## src/sbcm_pkg.sv

```systemverilog
// Shared constants and types for the mode, watchdog and serial control core.
// Assumes one 125 MHz system clock and timers that count microsecond ticks.
package sbcm_pkg;

  // Timing, in the unit given by the name
  localparam int CLK_MHZ      = 125;
  localparam int TICK_US      = 1;
  localparam int TICK_CYC     = CLK_MHZ * TICK_US;
  localparam int RESET_LOW_US = 1000;
  localparam int NREQ_TOUT_US = 150000;
  localparam int WD_FIXED_US  = 150000;
  localparam int WD_SLOPE_US  = 991;
  localparam int WD_OFFS_US   = 648;
  localparam int INT_LOW_US   = 10;

  // Widths
  localparam int US_W     = 20;
  localparam int TICK_W   = 16;
  localparam int RES_W    = 8;
  localparam int SPI_BITS = 8;

  // Status word bit positions
  localparam int ST_SRC = 7;
  localparam int ST_BUS = 6;
  localparam int ST_OV  = 5;
  localparam int ST_UV  = 4;
  localparam int ST_HOT = 3;
  localparam int ST_SW  = 2;
  localparam int ST_WB  = 1;
  localparam int ST_WA  = 0;

  // Mode field and slew field codes
  localparam logic [1:0] OP_SLEEP    = 2'h0;
  localparam logic [1:0] OP_STOP     = 2'h1;
  localparam logic [1:0] OP_CLEAR    = 2'h2;
  localparam logic [1:0] OP_NORMAL   = 2'h3;
  localparam logic [1:0] SLEW_LOWPWR = 2'h3;
  localparam logic [1:0] SLEW_NORMAL = 2'h0;

  typedef struct packed {
    logic slew_sel_high;
    logic slew_sel_low;
    logic bus_termination_off;
    logic switch_c_on;
    logic switch_b_on;
    logic switch_a_on;
    logic op_sel_high;
    logic op_sel_low;
  } sbcm_ctl_t;

  localparam sbcm_ctl_t CTL_RST = 8'h03;

  typedef struct packed {
    logic       supply_over;
    logic       supply_under;
    logic       battery_lost;
    logic       regulator_hot;
    logic       regulator_uv;
    logic       bus_fault;
    logic       bus_wake;
    logic [2:0] switch_hot;
  } sbcm_flt_t;

  localparam int FLT_W = $bits(sbcm_flt_t);

  typedef enum logic [2:0] {
    ST_RESET  = 3'h0,
    ST_NREQ   = 3'h1,
    ST_NORMAL = 3'h3,
    ST_STOP   = 3'h2,
    ST_SLEEP  = 3'h6
  } sbcm_state_t;

endpackage : sbcm_pkg

```

## src/sbcm_core.sv

```systemverilog
// Control core: serial word port, mode machine, watchdog, fault latches.
// Assumes all pins asynchronous to clk_sys; analog monitors as levels.
//
// Notes on behaviour
// - Supply over/under voltage sets flag, interrupts
// - Supply flags held until read and fault gone
// - Wake bits live, first read shows source
// - Switches a and b: bit AND pwm pin
// - Over-temperature latches switch off until rewritten
// - Reset state: reset low 1ms, outputs safe
// - Normal request: 150ms timeout, clear unwindowed
// - Normal: window watchdog, fail resets device
// - Stop/sleep: outputs off, wake on events
// - Low-power command must arrive twice
// - Config pin grounded disables, open gives 150ms
// - Period us equals 991 R plus 648
// - Mode bits: sleep, stop, clear, normal
// - Clear command reverts low mode bit
// - Interrupt on heat, switch trip, supply
// - D7 set means other bits show source
// - Wake from stop pulses interrupt low
// - Eight bits, MSB first, 15us spacing
// - Status captured at chip select fall
// - Write bit map and reset conditions
// - First read after reset shows battery loss
// - Slew select, termination removal in low power
// - Wake: pin change, bus, select rise
// - Fail: clear in closed window or none
// - Interrupt pulse low about 10us
`timescale 1ns/1ps
module sbcm_core #(
  parameter int TICK_CYC_P = sbcm_pkg::TICK_CYC,
  parameter int RESET_US   = sbcm_pkg::RESET_LOW_US,
  parameter int NREQ_US    = sbcm_pkg::NREQ_TOUT_US,
  parameter int WD_FIX_US  = sbcm_pkg::WD_FIXED_US
) (
  // Clock and reset
  input  wire logic                         clk_sys,
  input  wire logic                         rst,
  // Serial port
  input  wire logic                         sclk,
  input  wire logic                         csb_n,
  input  wire logic                         mosi,
  output logic                              miso,
  output logic                              miso_oe_n,
  // Switch control
  input  wire logic                         pwm_in,
  output logic [2:0]                        switch_out,
  // Wake pins
  input  wire logic                         wake_pin_a,
  input  wire logic                         wake_pin_b,
  // Analog monitors
  input  wire sbcm_pkg::sbcm_flt_t          flt_in,
  // Watchdog configuration
  input  wire logic                         wd_cfg_gnd,
  input  wire logic                         wd_cfg_open,
  input  wire logic [sbcm_pkg::RES_W-1:0]   wd_res_kohm,
  // Device outputs
  output logic                              int_n,
  output logic                              reset_n,
  output logic                              regulator_on,
  output logic                              amp_enable,
  output logic                              bus_recessive,
  output logic                              pullup_off,
  output logic [1:0]                        slew_mode
);
  import sbcm_pkg::*;

  localparam int PIN_W = 8 + FLT_W + RES_W;

  if (TICK_CYC_P < 1 || TICK_CYC_P >= 2**TICK_W) begin : g_bad_tick
    $error("Tick divider out of range");
  end
  if (RESET_US < 1 || NREQ_US < 1 || WD_FIX_US < 2 ||
      NREQ_US >= 2**US_W || WD_FIX_US >= 2**US_W ||
      RESET_US >= 2**US_W) begin : g_bad_time
    $error("Timer value does not fit the timer");
  end

  // Synchronised pins
  logic [PIN_W-1:0] pin_raw;
  logic [PIN_W-1:0] pin_s;
  logic             sclk_s;
  logic             csb_s;
  logic             cs_on_s;
  logic             mosi_s;
  logic             pwm_s;
  logic [1:0]       wk_s;
  logic             gnd_s;
  logic             open_s;
  logic [RES_W-1:0] res_s;
  sbcm_flt_t        flt_s;

  // Select enters inverted so the synchroniser resets to idle
  assign pin_raw = {sclk, ~csb_n, mosi, pwm_in, wake_pin_b, wake_pin_a,
                    wd_cfg_gnd, wd_cfg_open, flt_in, wd_res_kohm};

  sbcm_sync #(.W(PIN_W)) u_sync (
    .clk_sys (clk_sys),
    .rst     (rst),
    .din     (pin_raw),
    .dout    (pin_s)
  );

  assign {sclk_s, cs_on_s, mosi_s, pwm_s, wk_s, gnd_s, open_s} =
         pin_s[PIN_W-1 -: 8];
  assign csb_s = ~cs_on_s;
  assign flt_s = sbcm_flt_t'(pin_s[RES_W +: FLT_W]);
  assign res_s = pin_s[RES_W-1:0];

  // Microsecond tick
  logic [TICK_W-1:0] tick_cnt_reg;
  logic              tick_reg;

  always_ff @(posedge clk_sys or posedge rst) begin
    if (rst) begin
      tick_cnt_reg <= '0;
      tick_reg     <= 1'b0;
    end else if (tick_cnt_reg == TICK_W'(TICK_CYC_P - 1)) begin
      tick_cnt_reg <= '0;
      tick_reg     <= 1'b1;
    end else begin
      tick_cnt_reg <= tick_cnt_reg + 1'b1;
      tick_reg     <= 1'b0;
    end
  end

  // Edge detection on synchronised levels
  logic       sclk_d_reg;
  logic       csb_d_reg;
  logic       sclk_rise;
  logic       sclk_fall;
  logic       cs_fall;
  logic       cs_rise;
  sbcm_flt_t  flt_d_reg;

  always_ff @(posedge clk_sys or posedge rst) begin
    if (rst) begin
      sclk_d_reg <= 1'b0;
      csb_d_reg  <= 1'b1;
      flt_d_reg  <= '0;
    end else begin
      sclk_d_reg <= sclk_s;
      csb_d_reg  <= csb_s;
      flt_d_reg  <= flt_s;
    end
  end

  assign sclk_rise = sclk_s & ~sclk_d_reg;
  assign sclk_fall = ~sclk_s & sclk_d_reg;
  assign cs_fall   = ~csb_s & csb_d_reg;
  assign cs_rise   = csb_s & ~csb_d_reg;

  // State and control registers
  sbcm_state_t st_reg;
  sbcm_state_t st_next;
  sbcm_ctl_t   ctl_reg;
  sbcm_ctl_t   w;
  logic [7:0]  shift_reg;
  logic [3:0]  bit_cnt_reg;
  logic [7:0]  status_word;
  logic        wr_go;
  logic        active;
  logic        lowp;

  assign active = (st_reg == ST_NREQ) || (st_reg == ST_NORMAL);
  assign lowp   = (st_reg == ST_STOP) || (st_reg == ST_SLEEP);

  // Serial shifter, mode 0, MSB first
  always_ff @(posedge clk_sys or posedge rst) begin
    if (rst) begin
      shift_reg   <= '0;
      bit_cnt_reg <= '0;
      miso        <= 1'b0;
      miso_oe_n   <= 1'b1;
    end else if (cs_fall) begin
      shift_reg   <= status_word;
      bit_cnt_reg <= '0;
      miso        <= status_word[7];
      miso_oe_n   <= 1'b0;
    end else if (cs_rise) begin
      miso_oe_n   <= 1'b1;
    end else if (!csb_s) begin
      if (sclk_rise) begin
        shift_reg <= {shift_reg[6:0], mosi_s};
        if (bit_cnt_reg <= 4'(SPI_BITS))
          bit_cnt_reg <= bit_cnt_reg + 1'b1;
      end else if (sclk_fall) begin
        miso <= shift_reg[7];
      end
    end
  end

  // Only an exact eight-clock frame counts as a write
  assign wr_go = cs_rise && (bit_cnt_reg == 4'(SPI_BITS)) && active;
  assign w     = sbcm_ctl_t'(shift_reg);

  // Control word storage
  always_ff @(posedge clk_sys or posedge rst) begin
    if (rst) begin
      ctl_reg <= CTL_RST;
    end else if (st_reg == ST_RESET) begin
      ctl_reg.slew_sel_high <= 1'b0;
      ctl_reg.slew_sel_low  <= 1'b0;
      ctl_reg.switch_c_on   <= 1'b0;
      ctl_reg.switch_b_on   <= 1'b0;
      ctl_reg.switch_a_on   <= 1'b0;
      {ctl_reg.op_sel_high, ctl_reg.op_sel_low} <= OP_NORMAL;
    end else if (wr_go) begin
      ctl_reg.bus_termination_off <= w.bus_termination_off;
      ctl_reg.switch_c_on <= w.switch_c_on;
      ctl_reg.switch_b_on <= w.switch_b_on;
      ctl_reg.switch_a_on <= w.switch_a_on;
      if ({w.slew_sel_high, w.slew_sel_low} != SLEW_LOWPWR) begin
        ctl_reg.slew_sel_high <= w.slew_sel_high;
        ctl_reg.slew_sel_low  <= w.slew_sel_low;
      end
      if ({w.op_sel_high, w.op_sel_low} == OP_CLEAR)
        {ctl_reg.op_sel_high, ctl_reg.op_sel_low} <= OP_NORMAL;
      else
        {ctl_reg.op_sel_high, ctl_reg.op_sel_low} <=
          {w.op_sel_high, w.op_sel_low};
    end
  end

  // Low-power request must be sent twice in a row
  logic lp_arm_reg;
  logic lp_op_reg;
  logic lp_cmd;
  logic lp_enter;

  assign lp_cmd = ({w.slew_sel_high, w.slew_sel_low} == SLEW_LOWPWR) &&
                  !w.op_sel_high;
  assign lp_enter = wr_go && lp_cmd && lp_arm_reg &&
                    (lp_op_reg == w.op_sel_low) && (st_reg == ST_NORMAL);

  always_ff @(posedge clk_sys or posedge rst) begin
    if (rst) begin
      lp_arm_reg <= 1'b0;
      lp_op_reg  <= 1'b0;
    end else if (!active) begin
      lp_arm_reg <= 1'b0;
    end else if (wr_go) begin
      lp_arm_reg <= lp_cmd && !lp_enter;
      lp_op_reg  <= w.op_sel_low;
    end
  end

  // Watchdog period from the configuration pin
  logic            wd_en;
  logic [US_W-1:0] wd_per;
  logic [US_W-1:0] tmr_reg;
  logic            clr_cmd;
  logic            tmr_clr;

  assign wd_en  = !gnd_s;
  assign wd_per = open_s ? US_W'(WD_FIX_US) :
                  US_W'(US_W'(WD_SLOPE_US) * US_W'(res_s)) +
                  US_W'(WD_OFFS_US);
  assign clr_cmd = wr_go && ({w.op_sel_high, w.op_sel_low} == OP_CLEAR);

  // Wake detection against levels frozen at low-power entry
  logic [1:0] wk_ref_reg;
  logic [1:0] wk_chg;
  logic       wake;

  assign wk_chg = lowp ? (wk_s ^ wk_ref_reg) : 2'h0;
  assign wake   = lowp && ((|wk_chg) || flt_s.bus_wake || cs_rise);

  always_ff @(posedge clk_sys or posedge rst) begin
    if (rst)
      wk_ref_reg <= 2'h0;
    else if (!lowp)
      wk_ref_reg <= wk_s;
  end

  // Mode machine
  always_comb begin
    st_next = st_reg;
    tmr_clr = 1'b0;
    case (st_reg)
      ST_RESET: begin
        if (tmr_reg >= US_W'(RESET_US))
          st_next = ST_NREQ;
      end
      ST_NREQ: begin
        if (flt_s.regulator_uv)
          st_next = ST_RESET;
        else if (wd_en && tmr_reg >= US_W'(NREQ_US))
          st_next = ST_RESET;
        else if (clr_cmd || (!wd_en && wr_go && w.op_sel_high))
          st_next = ST_NORMAL;
      end
      ST_NORMAL: begin
        if (flt_s.regulator_uv)
          st_next = ST_RESET;
        else if (wd_en && tmr_reg >= wd_per)
          st_next = ST_RESET;
        else if (wd_en && clr_cmd && tmr_reg < (wd_per >> 1))
          st_next = ST_RESET;
        else if (lp_enter)
          st_next = w.op_sel_low ? ST_STOP : ST_SLEEP;
        else if (clr_cmd)
          tmr_clr = 1'b1;
      end
      ST_STOP: begin
        if (flt_s.regulator_uv)
          st_next = ST_RESET;
        else if (wake)
          st_next = ST_NREQ;
      end
      ST_SLEEP: begin
        if (wake)
          st_next = ST_RESET;
      end
      default: st_next = ST_RESET;
    endcase
    if (st_next != st_reg)
      tmr_clr = 1'b1;
  end

  always_ff @(posedge clk_sys or posedge rst) begin
    if (rst)
      st_reg <= ST_RESET;
    else
      st_reg <= st_next;
  end

  // Shared state timer in microseconds, saturating
  always_ff @(posedge clk_sys or posedge rst) begin
    if (rst)
      tmr_reg <= '0;
    else if (tmr_clr)
      tmr_reg <= '0;
    else if (tick_reg && tmr_reg != '1)
      tmr_reg <= tmr_reg + 1'b1;
  end

  // Switch thermal latches
  logic [2:0] hot_lat_reg;
  logic [2:0] sw_bits;
  logic       ev_sw;

  assign sw_bits = {ctl_reg.switch_c_on, ctl_reg.switch_b_on,
                    ctl_reg.switch_a_on};
  assign ev_sw   = |(flt_s.switch_hot & ~hot_lat_reg);

  always_ff @(posedge clk_sys or posedge rst) begin
    if (rst) begin
      hot_lat_reg <= 3'h0;
    end else begin
      for (int i = 0; i < 3; i++) begin
        if (flt_s.switch_hot[i])
          hot_lat_reg[i] <= 1'b1;
        else if (wr_go && shift_reg[ST_SW + i])
          hot_lat_reg[i] <= 1'b0;
      end
    end
  end

  // Supply latches: clear needs a read and the fault gone
  logic [1:0] sup_now;
  logic [1:0] sup_lat_reg;
  logic [1:0] sup_rd_reg;

  assign sup_now = {flt_s.supply_over, flt_s.supply_under};

  always_ff @(posedge clk_sys or posedge rst) begin
    if (rst) begin
      sup_lat_reg <= 2'h0;
      sup_rd_reg  <= 2'h0;
    end else begin
      sup_lat_reg <= sup_now | (sup_lat_reg & ~(sup_rd_reg & ~sup_now));
      sup_rd_reg  <= sup_lat_reg & (sup_rd_reg | {2{cs_fall}});
    end
  end

  // Interrupt sources
  logic [6:0] ev_vec;
  logic [6:0] src_reg;
  logic       pend_reg;
  logic       first_rd_reg;
  logic       ev_int;
  logic       stop_wake;

  assign stop_wake = wake && (st_reg == ST_STOP);
  assign ev_vec[ST_BUS] = (flt_s.bus_fault & ~flt_d_reg.bus_fault) |
                          (wake & flt_s.bus_wake);
  assign ev_vec[ST_OV]  = flt_s.supply_over & ~flt_d_reg.supply_over;
  assign ev_vec[ST_UV]  = flt_s.supply_under & ~flt_d_reg.supply_under;
  assign ev_vec[ST_HOT] = flt_s.regulator_hot & ~flt_d_reg.regulator_hot;
  assign ev_vec[ST_SW]  = ev_sw;
  assign ev_vec[ST_WB]  = wake & wk_chg[1];
  assign ev_vec[ST_WA]  = wake & wk_chg[0];
  assign ev_int = |ev_vec[ST_OV:ST_SW];

  always_ff @(posedge clk_sys or posedge rst) begin
    if (rst) begin
      src_reg  <= 7'h00;
      pend_reg <= 1'b0;
    end else begin
      src_reg  <= (cs_fall ? 7'h00 : src_reg) | ev_vec;
      pend_reg <= (cs_fall ? 1'b0 : pend_reg) | (|ev_vec);
    end
  end

  always_ff @(posedge clk_sys or posedge rst) begin
    if (rst)
      first_rd_reg <= 1'b1;
    else if (st_reg == ST_RESET)
      first_rd_reg <= 1'b1;
    else if (cs_fall)
      first_rd_reg <= 1'b0;
  end

  // Status word assembly
  always_comb begin
    status_word         = 8'h00;
    status_word[ST_SRC] = pend_reg;
    if (pend_reg) begin
      status_word[ST_BUS:ST_WA] = src_reg;
    end else begin
      status_word[ST_BUS] = flt_s.bus_fault | flt_s.bus_wake;
      status_word[ST_OV]  = sup_lat_reg[1];
      status_word[ST_UV]  = sup_lat_reg[0];
      status_word[ST_HOT] = flt_s.regulator_hot;
      status_word[ST_SW]  = |hot_lat_reg;
      status_word[ST_WB]  = wk_s[1];
      status_word[ST_WA]  = wk_s[0];
    end
    if (first_rd_reg)
      status_word[ST_UV] = flt_s.battery_lost;
  end

  // Interrupt pulse timer
  logic [3:0] int_cnt_reg;
  logic       int_go;

  assign int_go = (ev_int && active) || stop_wake;

  always_ff @(posedge clk_sys or posedge rst) begin
    if (rst) begin
      int_cnt_reg <= 4'h0;
      int_n       <= 1'b1;
    end else if (int_go) begin
      int_cnt_reg <= 4'(INT_LOW_US);
      int_n       <= 1'b0;
    end else if (tick_reg && int_cnt_reg != 4'h0) begin
      int_cnt_reg <= int_cnt_reg - 1'b1;
      if (int_cnt_reg == 4'h1)
        int_n <= 1'b1;
    end
  end

  // Registered device outputs
  always_ff @(posedge clk_sys or posedge rst) begin
    if (rst) begin
      reset_n       <= 1'b0;
      regulator_on  <= 1'b1;
      amp_enable    <= 1'b0;
      bus_recessive <= 1'b1;
      pullup_off    <= 1'b0;
      slew_mode     <= SLEW_NORMAL;
    end else begin
      reset_n       <= active || (st_reg == ST_STOP);
      regulator_on  <= st_reg != ST_SLEEP;
      amp_enable    <= st_reg == ST_NORMAL;
      bus_recessive <= !active;
      pullup_off    <= ctl_reg.bus_termination_off && lowp;
      slew_mode     <= {ctl_reg.slew_sel_high, ctl_reg.slew_sel_low};
    end
  end

  always_ff @(posedge clk_sys or posedge rst) begin
    if (rst) begin
      switch_out <= 3'h0;
    end else begin
      switch_out[0] <= active && sw_bits[0] && !hot_lat_reg[0] && pwm_s;
      switch_out[1] <= active && sw_bits[1] && !hot_lat_reg[1] && pwm_s;
      switch_out[2] <= active && sw_bits[2] && !hot_lat_reg[2];
    end
  end

endmodule : sbcm_core

```

## src/sbcm_sync.sv

```systemverilog
// Two-stage synchroniser for a vector of asynchronous pin levels.
// Assumes the bits are independent levels; no multi-bit coherence.
`timescale 1ns/1ps
module sbcm_sync #(
  parameter int W = 1
) (
  // Clock and reset
  input  wire logic         clk_sys,
  input  wire logic         rst,
  // Levels
  input  wire logic [W-1:0] din,
  output logic      [W-1:0] dout
);
  logic [W-1:0] meta_reg;

  always_ff @(posedge clk_sys or posedge rst) begin
    if (rst) begin
      meta_reg <= '0;
      dout     <= '0;
    end else begin
      meta_reg <= din;
      dout     <= meta_reg;
    end
  end
endmodule : sbcm_sync

```

## config.mk

```make
export PLATFORM = sky130hd
export DESIGN_NAME = sbcm_core
export DESIGN_NICKNAME = d
export VERILOG_FILES = /design/src/sbcm_pkg.sv /design/src/sbcm_core.sv /design/src/sbcm_sync.sv
export SDC_FILE = /design/constraint.sdc
export NUM_CORES = 1
export LEC_CHECK = 0
export BUFFER_PORTS_ARGS = -buffer_cell sky130_fd_sc_hd__buf_2
export CAP_MARGIN = 5
export CORE_MARGIN = 1
export CORE_UTILIZATION = 50
export CTS_CLUSTER_DIAMETER = 150
export DETAILED_ROUTE_END_ITERATION = 7
export PLACE_DENSITY = 0.67
export SLEW_MARGIN = 20
export SYNTH_ARGS = -nofsm -noshare
export SYNTH_HDL_FRONTEND = slang
export SYNTH_SLANG_ARGS = --single-unit
```

## constraint.sdc

```tcl
create_clock -name clk_sys -period 12.3 [get_ports clk_sys]
set_input_delay 2.46 -clock clk_sys [delete_from_list [all_inputs] [get_ports clk_sys]]
set_output_delay 2.46 -clock clk_sys [all_outputs]
set_load 0.02 [all_outputs]
```

==> run_results.csv <==
group,metric,value,unit
logic_synthesis,ys_seq_elements,153,
clocking,root_buffer,"clkbuf_16",
timing,timing.final.setup_violations,0,
grt,grt_pass1_vias,6309,
logic_synthesis,synthAdderAreaFrac,0.196,
logic_synthesis,synth_compound_area_frac,0.113,
timing,hold_slack,348,ps
setup_path,rr_startpoint,"u_sync.dout[3]$_DFF_PP0_",
clocking,cts_sinks,153,
logic_synthesis,seq_area_frac_synth,0.418,
logic_synthesis,synthesis.area,9180,um^2
drt,vias,6181,
logic_synthesis,syn_avg_cell_area,10.2,um^2
clocking,cts_tree,"yes",
min_path,min_to,"u_sync.dout[25]$_DFF_PP0_",
placement,detailed_place_hpwl,13100,um
job,timing.max_cap.violations,0,
clocking,cts.path.max_buffers,2,
timing,grt_setup_unrepaired,"no",
final_layout,fin_util,0.565,
floorplanning,die_x,138,um
pwr,power_frac_clock,0.297,
timing,skew,14.8,ps
drt,dr.pass1.iters,4,
pwr,p_sw_frac,0.358,
logic_synthesis,synth_top_family_by_area,"adder cells",
floorplanning,pin_count,41,
logic_synthesis,async_reset_ff_frac,1.00,
logic_synthesis,synth_warnings,0,
logic_synthesis,syn_inst,901,
grt,grt_start_max_net_pins,93,
final_layout,fill_cells,1565,
timing,fmax,159,MHz
placement,place_area,9580,um^2
min_path,hold-path-cell-count,0,
logic_synthesis,synth_simple_gate_area_share,0.155,
pwr,p_seq_frac,0.332,
grt,grt_pass1_wl,31100,um
drt,drc_errors,0,
floorplanning,fp-row-count,49,
outcome,status,"completed",
logic_synthesis,synthXorXnorAreaFrac,0.0467,
placement,place.gp.congestion,0.913,
clocking,cts_buffers,17,
final_layout,drive_gt1_frac,0.118,
setup_path,reg2reg_slack,5990,ps
timing,worst_pin_slew,1020,ps
drt,postRouteAntennaNets,0,
min_path,worstHoldStart,"u_sync.meta_reg[25]$_DFF_PP0_",
final_layout,finalNetCount,1097,
pwr,ir_drop,121,uV
logic_synthesis,synth_edf_count,0,
final_layout,fin_area,10100,um^2
floorplanning,start_util,0.511,
timing,period_share,0.513,
setup_path,worstRegToRegCells,24,
floorplanning,core_area,18000,um^2
pwr,power.switching,596,uW
clocking,clk_pin_slew,60,ps
timing,max_slew_margin,0.312,
timing,period_needed,6310,ps
timing,tns,0,ps
pwr,internal_power,1.07,mW
pwr,pwr_density_cell,164,nW/um^2
setup_path,r2r_end,"tmr_reg[7]$_DFFE_PP0P_",
clocking,cts_setup_buffers,0,
min_path,hp-class,"register to register",
logic_synthesis,synthFlopType,"dfrtp_1",
pwr,leakagePower,5.07,nW
setup_path,cp-end-kind,"register",
clocking,htree_levels,4,
timing,hold_violations,0,
drt,avgRoutedWirePerCell,14.9,um
grt,grt_overflow,0,
pwr,comb_power_share,0.370,
floorplanning,die_h,138,um
drt,routed_wl,17700,um
floorplanning,die_area,18900,um^2
timing,finalMaxSlewViolations,0,
final_layout,diodes,0,
logic_synthesis,synth.distinct_cells,72,
final_layout,area_delta_synth_final,10.4,%
clocking,postCtsHoldBufs,0,
setup_path,worst_ep_arrival_time,6580,ps
drt,vias_per_cell,5.21,
clocking,cts_resized,0,
logic_synthesis,synth.area.mux_share,0.0150,
placement,io_buffers,40,
setup_path,required,12570,ps
setup_path,cp-start-kind,"register",
grt,antenna_found_initial,0,
setup_path,cp_max_fo,20,
setup_path,crit_type,"register to register",
logic_synthesis,syn_nets,1054,
pwr,p_total,1.67,mW
clocking,insertion_delay,420,ps
drt,first_iter_violations,420,
grt,grtUsageTotal,0.214,
per-stage QoR:
stage | setup WS [ps] | cells
after floorplan | 5730 | 901
after global placement | 6160 | 1154
after detailed placement | 6000 | 1154
after CTS | 5940 | 1186
after global routing | 5570 | 1186
final | 5990 | 1186
critical path, stage by stage, from the launching register on:
cell	delay (ps)
dfrtp_1	480
fa_1	560
inv_1	50
fa_1	490
inv_1	60
fa_1	540
inv_1	60
fa_1	570
inv_1	50
ha_1	330
o21ai_1	90
nor2_1	80
o41ai_2	300
o21ai_2	150
o31ai_4	230
o21ai_2	100
mux2_4	310
ha_1	290
nand3_1	100
nor3_1	250
nand3_1	110
a211oi_1	250
nor2_2	90
a31oi_4	510
nor2_1	110
cells in the final DEF, fill, tap and decap left out, types with 24 or more instances in the layout:
cell type	n
dfrtp_1	147
buf_2	40
nand3_1	24
nor2_1	74
inv_1	108
nand2_1	87
o21ai_0	34
fa_1	32
a21oi_1	34
ha_1	92
xnor2_1	28
worst max-delay path by stage:
stage	cells past startpoint	from	end	slack (ps)
after global routing	24	u_sync.dout[5]$_DFF_PP0_	tmr_reg[7]$_DFFE_PP0P_	5570
after CTS	24	u_sync.dout[3]$_DFF_PP0_	tmr_reg[6]$_DFFE_PP0P_	5940
after global placement	24	u_sync.dout[3]$_DFF_PP0_	tmr_reg[3]$_DFFE_PP0P_	6160
after detailed placement	24	u_sync.dout[3]$_DFF_PP0_	tmr_reg[3]$_DFFE_PP0P_	6000
after floorplan	1	rst	amp_enable$_DFF_PP0_	5730
final	24	u_sync.dout[3]$_DFF_PP0_	tmr_reg[7]$_DFFE_PP0P_	5990
cells in the mapped netlist, types with 3 or more instances:
library cell  count  area, um^2
and3_1            7        43.8
and4_1            4        35.0
buf_6             4        45.0
a41oi_1           3        26.3
nor3b_1           3        22.5
nor2_1           74         278
nor3_1           21         105
clkbuf_1          9        33.8
a21oi_1          34         170
a31oi_1           5        31.3
o211ai_1          3        22.5
a211oi_1          5        37.5
or2_2             5        31.3
ha_1             93        1160
o21bai_1          4        30.0
nand4_1           7        43.8
and2_1            6        37.5
nand2b_1         13        81.3
xnor2_1          28         245
a21o_1           11        82.6
or3_1             5        31.3
inv_1           109         409
nor2b_1           8        50.1
o21ai_0          34         170
nand3_1          24         120
o21ai_1           5        25.0
o2bb2ai_1         3        26.3
nor4_1            9        56.3
mux2i_1          10         100
nand2_1          87         327
fa_1             32         641
buf_4             3        22.5
o21a_1           10        75.1
dfstp_2           6         158
dfrtp_1         147        3680
xor2_1           21         184
kinds of logic after synthesis:
logic type,after synthesis
AO/OA/AOI/OAI,147
AND/OR/NAND/NOR,287
XOR/XNOR,49
adder cells (fa/ha/maj),125
buffers and inverters,127
flip-flops,153
multiplexers,13
power by group through the flow:
stage                     registers [mW]  clock network [mW]  logic [mW]
final                              0.554               0.495       0.616
after global routing               0.558               0.528       0.713
after CTS                          0.554               0.507       0.621
after detailed placement           0.562                   0       0.614
after global placement             0.562                   0       0.603
after floorplan                    0.555                   0       0.480
layout make-up:
type                       count  area [um^2]  share of cell area
inverter                     110          420              0.0414
sequential                   153         3840               0.378
tap                          229          287              0.0282
multi-input combinational    621         4830               0.476
clock inverter                12          106              0.0105
clock buffer                  20          457              0.0450
timing repair buffer          41          208              0.0205
metal layers:
metal  vias to the layer above  global-route usage  routed length [um]
met5                         -                   0                   0
met4                         0              0.0763                 309
met3                        17              0.0320                 387
met2                        69               0.350                8630
met1                      2973               0.289                8350
li1                       3122                   -                   -
Note: power is estimated with default switching activity, not from simulation.
